**src/include/cmcm_pkg.sv**
```systemverilog
// Function
// - Checksum of config map lands in 0x1F
// - Engine runs only while lock field differs from key
// - Unlocked: checksum held zero, no computing
// - Pass completes and repeats every 25 ticks
// - Power-on or hard reset clears checksum
// - Message covers registers 0x09 through 0x1F
// - Ready flags as ones, checksum as zeros
// - Enabled interrupt flags unwritten config change
// - Interrupt drives data-ready pin low
// - Unlocking clears interrupt and releases pin
// - Powers up unlocked with no interrupt
// - First result after lock becomes reference
// - Later results compared against reference
// - Mismatch holds pin low until cleared
// - Locked map ignores writes except 0x1F
// - Lock field resets to key 0xA5
package cmcm_pkg;
  localparam logic [4:0]  ADDR_FIRST       = 5'h09;
  localparam logic [4:0]  ADDR_LOCK        = 5'h1F;
  localparam logic [4:0]  ADDR_STATUS_COMM = 5'h0A;
  localparam int          READY_LSB        = 16;
  localparam logic [23:0] READY_MASK       = 24'hFF0000;
  localparam logic [7:0]  LOCK_KEY         = 8'hA5;
  localparam logic [15:0] CRC_POLY         = 16'h8005;
  localparam logic [15:0] CRC_INIT         = 16'h0000;
  localparam logic [15:0] CHECKSUM_RESET   = 16'h0000;
  localparam int          LOCK_LSB         = 16;
  localparam logic [4:0]  NUM_REGS         = 5'h17;
  localparam logic [4:0]  PASS_TICKS       = 5'h19;
  localparam logic [4:0]  PUBLISH_SLOT     = 5'h18;
  localparam int          REG_WIDTH        = 24;
endpackage

```
**src/hdl/cmcm_config_map_crc_monitor.sv**
```systemverilog
`timescale 1ns/1ps
`default_nettype none
module cmcm_config_map_crc_monitor (
  input  wire logic        mclk,
  input  wire logic        nrst,
  input  wire logic        hardRstN,
  input  wire logic        modulatorClock,
  input  wire logic        enInt,
  input  wire logic        readyPulseN,
  input  wire logic        wrEn,
  input  wire logic [4:0]  wrAddr,
  input  wire logic [23:0] wrData,
  input  wire logic [23:0] mapData,
  output logic      [4:0]  mapAddr,
  output logic      [23:0] lockAndConfigChecksum,
  output logic             mapLocked,
  output logic             mismatch,
  output logic             dataReadyN
);
  logic [7:0]  lockField;
  logic [15:0] configChecksum;
  logic [15:0] refValue;
  logic        refValid;
  logic [4:0]  slot;
  logic [15:0] crcOut;

  // Power-on and hard reset act alike on everything here
  wire logic rstAny = !nrst || !hardRstN;

  wire logic lockWrite = wrEn && (wrAddr == cmcm_pkg::ADDR_LOCK);
  wire logic [7:0] next_lockField = lockWrite ? wrData[cmcm_pkg::LOCK_LSB +: 8] : lockField;
  wire logic locked = (lockField != cmcm_pkg::LOCK_KEY);
  wire logic next_locked = (next_lockField != cmcm_pkg::LOCK_KEY);

  // A processed write to 0x1F restarts the pass, so it is never a silent change
  wire logic running = locked && !lockWrite;
  wire logic tick = modulatorClock && running;
  wire logic foldSlot = (slot < cmcm_pkg::NUM_REGS);
  wire logic publish = tick && (slot == cmcm_pkg::PUBLISH_SLOT);
  wire logic stepCrc = tick && foldSlot;
  wire logic clearCrc = !running || publish;

  wire logic [4:0] next_slot = !running ? 5'h00 :
                               publish ? 5'h00 :
                               tick ? 5'(slot + 5'h01) : slot;

  // Slots after the last register park on 0x1F and fold nothing
  function automatic logic [4:0] slotAddr(input logic [4:0] s);
    logic [4:0] a;
    a = cmcm_pkg::ADDR_LOCK;
    if (s < cmcm_pkg::NUM_REGS) begin
      a = 5'(cmcm_pkg::ADDR_FIRST + s);
    end
    return a;
  endfunction

  wire logic [4:0] next_mapAddr = slotAddr(next_slot);

  // Volatile fields are replaced so the reference stays stable
  wire logic isLockReg = (mapAddr == cmcm_pkg::ADDR_LOCK);
  wire logic isStatusReg = (mapAddr == cmcm_pkg::ADDR_STATUS_COMM);
  wire logic [23:0] msgWord = isLockReg ? {lockField, 16'h0000} :
                              isStatusReg ? (mapData | cmcm_pkg::READY_MASK) :
                              mapData;

  wire logic differs = refValid && (crcOut != refValue);
  wire logic raise = publish && differs && enInt;
  wire logic next_mismatch = !next_locked ? 1'b0 : (mismatch || raise);
  wire logic [15:0] next_checksum = !next_locked ? 16'h0000 :
                                    publish ? crcOut : configChecksum;
  wire logic captureRef = publish && !refValid;
  wire logic next_refValid = next_locked && (refValid || captureRef) && !lockWrite;
  wire logic next_dataReadyN = next_mismatch ? 1'b0 : readyPulseN;

  cmcm_crc_engine #(
    .WIDTH (cmcm_pkg::REG_WIDTH)
  ) cmcm_crc_engine_i (
    .mclk  (mclk),
    .nrst  (!rstAny),
    .clear (clearCrc),
    .step  (stepCrc),
    .word  (msgWord),
    .crc   (crcOut)
  );

  always_ff @(posedge mclk) begin
    if (rstAny) begin
      lockField <= cmcm_pkg::LOCK_KEY;
      configChecksum <= cmcm_pkg::CHECKSUM_RESET;
    end else begin
      lockField <= next_lockField;
      configChecksum <= next_checksum;
    end
  end

  always_ff @(posedge mclk) begin
    if (rstAny) begin
      refValue <= cmcm_pkg::CRC_INIT;
      refValid <= 1'b0;
    end else begin
      refValid <= next_refValid;
      if (captureRef) begin
        refValue <= crcOut;
      end
    end
  end

  always_ff @(posedge mclk) begin
    if (rstAny) begin
      slot <= 5'h00;
      mapAddr <= cmcm_pkg::ADDR_FIRST;
    end else begin
      slot <= next_slot;
      mapAddr <= next_mapAddr;
    end
  end

  always_ff @(posedge mclk) begin
    if (rstAny) begin
      mismatch <= 1'b0;
      dataReadyN <= 1'b1;
      mapLocked <= 1'b0;
      lockAndConfigChecksum <= {cmcm_pkg::LOCK_KEY, cmcm_pkg::CHECKSUM_RESET};
    end else begin
      mismatch <= next_mismatch;
      dataReadyN <= next_dataReadyN;
      mapLocked <= next_locked;
      lockAndConfigChecksum <= {next_lockField, next_checksum};
    end
  end

  // Helper: ticks seen since the last publish or restart
  logic [5:0] tickCount;
  always_ff @(posedge mclk) begin
    if (rstAny || !running || publish) begin
      tickCount <= 6'h00;
    end else if (modulatorClock) begin
      tickCount <= 6'(tickCount + 6'h01);
    end
  end

  // Helper: registers folded in the current pass
  logic [4:0] foldCount;
  always_ff @(posedge mclk) begin
    if (rstAny || clearCrc) begin
      foldCount <= 5'h00;
    end else if (stepCrc) begin
      foldCount <= 5'(foldCount + 5'h01);
    end
  end
endmodule
`default_nettype wire

```
**src/hdl/cmcm_crc_engine.sv**
```systemverilog
`timescale 1ns/1ps
`default_nettype none
module cmcm_crc_engine #(
  parameter int WIDTH = cmcm_pkg::REG_WIDTH
) (
  input  wire logic             mclk,
  input  wire logic             nrst,
  input  wire logic             clear,
  input  wire logic             step,
  input  wire logic [WIDTH-1:0] word,
  output logic      [15:0]      crc
);
  // Bit-serial equivalent, folded over one register per tick
  function automatic logic [15:0] crcFold(input logic [15:0] c, input logic [WIDTH-1:0] d);
    logic [15:0] r;
    logic        fb;
    r = c;
    for (int i = WIDTH - 1; i >= 0; i--) begin
      fb = r[15] ^ d[i];
      r = {r[14:0], 1'b0} ^ (fb ? cmcm_pkg::CRC_POLY : 16'h0000);
    end
    return r;
  endfunction

  wire logic [15:0] folded = crcFold(crc, word);

  always_ff @(posedge mclk) begin
    if (!nrst || clear) begin
      crc <= cmcm_pkg::CRC_INIT;
    end else if (step) begin
      crc <= folded;
    end
  end
endmodule
`default_nettype wire

```
**config.mk**
```make
export PLATFORM = sky130hd
export DESIGN_NAME = cmcm_config_map_crc_monitor
export DESIGN_NICKNAME = d
export VERILOG_FILES = /design/src/include/cmcm_pkg.sv /design/src/hdl/cmcm_config_map_crc_monitor.sv /design/src/hdl/cmcm_crc_engine.sv
export SDC_FILE = /design/constraint.sdc
export NUM_CORES = 1
export LEC_CHECK = 0
export BUFFER_PORTS_ARGS = -buffer_cell sky130_fd_sc_hd__buf_2
export CAP_MARGIN = 0
export CORE_ASPECT_RATIO = 0.8
export CORE_UTILIZATION = 50
export CTS_CLUSTER_DIAMETER = 150
export DETAILED_ROUTE_END_ITERATION = 6
export GPL_ROUTABILITY_DRIVEN = 0
export HOLD_SLACK_MARGIN = 0.12
export PLACE_DENSITY_LB_ADDON = 0.12
export SLEW_MARGIN = 40
export SYNTH_ARGS = -nofsm -noshare
export SYNTH_HDL_FRONTEND = slang
export SYNTH_HIERARCHICAL = 1
export SYNTH_SLANG_ARGS = --single-unit
export TNS_END_PERCENT = 20
```
**constraint.sdc**
```tcl
create_clock -name mclk -period 4.4 [get_ports mclk]
set_input_delay 0.88 -clock mclk [delete_from_list [all_inputs] [get_ports mclk]]
set_output_delay 0.88 -clock mclk [all_outputs]
set_load 0.005 [all_outputs]
```
==> Flow_metrics.wiki <==
{| class="wikitable"
! Metric !! Value
|-
| XOR/XNOR share of the synthesized area || 20.9%
|-
| Wire length of the first global-routing pass || 14200 um
|-
| Tcrit/Tclk final || 79.9%
|-
| Core area || 7090 sq um
|-
| Class of the most critical hold timing path || register to register
|-
| Register clock-pin slew on the reported worst setup and hold paths || about 80 ps
|-
| Initial Util || around 53%
|-
| Number of unique standard cell types used by synthesis || 52
|-
| Number of nets in the synthesized netlist || 464
|-
| Clk_skew || 6.98 ps
|-
| Cell area after technology mapping || 3790 sq um
|-
| Max Fanout on Critical Path || 8
|-
| DIE AREA || between 7000 and 8000 sq um
|-
| ANT nets after route || 0
|-
| Clock buffer depth || 2
|-
| Category of the worst setup path launch point || register
|-
| Most used flip-flop cell after synthesis || sky130_fd_sc_hd__dfxtp_1
|-
| Gates resized, CTS repair || 0
|-
| Setup repair after global routing missed its margin || no
|-
| Die Y-Extent || 79.8 um
|-
| Required arrival time at the worst endpoint || approximately 4700 ps
|-
| Total power after layout || 1.43 mW
|-
| Area share of the largest cell type after synthesis || between 30% and 40%
|-
| Run status || finished, final reports clean
|-
| Fraction of final layout cells sized beyond drive strength 1 || 23.9%
|-
| Post-synthesis share of cell area spent on and, or, nand and nor gates || 19.4%
|-
| Via density || roughly 5.3
|-
| Final hold slack || 493 ps
|-
| Final-report max-slew violation count || 0
|-
| Cell type with the largest total area after synthesis || sky130_fd_sc_hd__dfxtp_1
|-
| Total CTS buffers || 9
|-
| Largest family of logic cells by synthesized area || XOR/XNOR gates
|-
| Area fraction in compound gates after synthesis || between 8 and 9%
|-
| Most frequent cell after synthesis || sky130_fd_sc_hd__dfxtp_1
|-
| Adder-cell area share of the yosys netlist || 0.991%
|-
| Async set or reset register ratio after synthesis || 0%
|-
| Leakage Power || approximately 1.8 nW
|-
| Main area contributors after synthesis || sky130_fd_sc_hd__dfxtp_1, sky130_fd_sc_hd__xnor2_1, sky130_fd_sc_hd__mux2i_1
|-
| Maximum number of pins on one net before global-route repair || 28
|-
| Transition at the pin with the smallest max-transition slack || ~730 ps
|-
| Io pins || 92
|-
| Router iterations before antenna repair || 4
|-
| CTS root buffer || sky130_fd_sc_hd__clkbuf_8
|-
| Yosys synthesis warning count || 6
|-
| Count of antenna diodes in the layout || 0
|-
| Cell row count || 27
|-
| Share of the yosys chip area belonging to registers || 37.0%
|-
| Flip-flop and latch count after synthesis || 70
|-
| Endpoint type of the worst setup path || register
|-
| Buffers inserted by post-CTS timing repair || 0
|-
| Clock latency on the worst-skew pair || 350 ps
|-
| CTS H-Tree Depth || 3
|-
| Endpoint arrival time on the critical path || 3780 ps
|-
| Top cell types by occurrence after synthesis || sky130_fd_sc_hd__dfxtp_1, sky130_fd_sc_hd__nor2_1, sky130_fd_sc_hd__xnor2_1
|-
| Gr usage total || a little under a quarter
|-
| Total Wirelength || about 8900 um
|-
| Syn Area/Cell || 9.44 sq um
|-
| HPWL Detailed || 6600 um
|-
| Normalized max-slew margin || 51.4%
|-
| Final-stage net count || 535
|-
| Initial antenna violation count || 0
|-
| Detailed Route Iter0 Violations || about 170
|-
| Post-synthesis mux area share || a little over 10%
|-
| Overflow left after global routing || 0
|-
| EDFF count, synth || 0
|-
| Number of endpoints with negative hold slack in the final report || 0
|-
| Layout Area Growth over Synthesis || 16.9%
|-
| Count of hold-fix buffers inserted at cts || 0
|-
| Power density normalized to cell area || 323 nW/um^2
|-
| Max-cap viol count || 0
|-
| Final setup TNS || 0 ps
|-
| Clk sinks || 70
|-
| Residual DRC count || 0
|-
| Average wire per cell in the routed design || 15.8 um
|-
| IO buf count || 75
|-
| CTS tree || built
|-
| Die X-Extent || 99.3 um
|-
| Critical path class || register to register
|-
| Synthesized instance count || 401
|-
| Vias || 2995
|-
| Period minus WS final || approximately 3500 ps
|-
| Number of global-route vias before repair || between 2000 and 3000
|-
| F_max || 285 MHz
|-
| Worst voltage drop across the vdd grid || 155 uV
|-
| Setup-violating endpoint count in the final report || 0
|}
## cells in the final DEF (no fill, tap or decap), types with 10 or more instances in the layout
cell type and n:
sky130_fd_sc_hd__and2_1 18, sky130_fd_sc_hd__buf_2 75, sky130_fd_sc_hd__clkbuf_8 10, sky130_fd_sc_hd__dfxtp_1 70, sky130_fd_sc_hd__mux2i_1 37, sky130_fd_sc_hd__nand2_1 28
sky130_fd_sc_hd__nor2_1 60, sky130_fd_sc_hd__nor3_1 10, sky130_fd_sc_hd__xnor2_1 49, sky130_fd_sc_hd__xor2_1 11
## power by group
group | switching (mW) | internal [mW] | leakage, nW
clock | 0.249 | 0.332 | 0.108
sequential | 0.000648 | 0.634 | 0.564
combinational | 0.0917 | 0.123 | 1.12
## cells by family after synthesis
| logic type | Yosys count |
|---|---|
| adders and majority gates | 3 |
| muxes | 38 |
| DFF | 70 |
| and+or+nand+nor | 150 |
| buffers and inverters | 27 |
| xor gates and xnor gates | 72 |
| AOI/OAI and AO/OA | 41 |
## metal layers
layer / vias up / GRT usage, % / share of wire (%)
met5: - / 0 / 0
met1: 1375 / 35.4 / 53
met2: 101 / 34.8 / 40
li1: 1513 / - / -
met3: 6 / 5.69 / 6.2
met4: 0 / 5.88 / 0.72
## per-stage QoR
stage / cell area (sq um) / util [%] / cells / setup slack (ps)
finish: 4430 / 62.4 / 564 / 886
global route: 4430 / 62.4 / 564 / 724
CTS: 4430 / 62.4 / 564 / 909
detailed placement: 4210 / 59.3 / 548 / 934
global placement: 4210 / 59.3 / 548 / 998
floorplan: 3790 / - / 401 / 1220
## layout make-up
class                           count  area (sq um)
Multi-Input combinational cell    304          2260
Tap cell                           87           109
Inverter                            7          26.3
Clock inverter                      6          85.1
Clock buffer                       10           138
Timing Repair Buffer               80           413
Fill cell                         626          2670
Sequential cell                    70          1400
## worst paths after layout
check | slack, ps | endpoint | depth (start not counted) | from
worst max-delay path | 890 | cmcm_crc_engine_i/crc[15] | 9 | mapAddr[0]
worst max register to register | 890 | cmcm_crc_engine_i/crc[15] | 9 | mapAddr[0]
worst min register to register | 490 | configChecksum[11] | 2 | configChecksum[11]
worst min-delay path | 490 | configChecksum[11] | 2 | configChecksum[11]
## critical path, stage by stage (launching register included)
cell and delay [ps]:
sky130_fd_sc_hd__dfxtp_1 320, sky130_fd_sc_hd__or3_1 360, sky130_fd_sc_hd__a21oi_1 500, sky130_fd_sc_hd__o22a_1 270, sky130_fd_sc_hd__xor2_1 290, sky130_fd_sc_hd__xor3_2 420
sky130_fd_sc_hd__xnor3_1 370, sky130_fd_sc_hd__xnor3_2 440, sky130_fd_sc_hd__xor3_1 240, sky130_fd_sc_hd__a211oi_2 220
## registers in the layout, indices dropped and copies added, names as in the netlist
signal,cells
refValid,1
cmcm_crc_engine_i/crc,16
configChecksum,15
slot,5
lockField,8
dataReadyN,1
lockAndConfigChecksum,1
refValue,16
mapAddr,5
mismatch,1
mapLocked,1
Note: power is estimated with default switching activity, not from simulation.
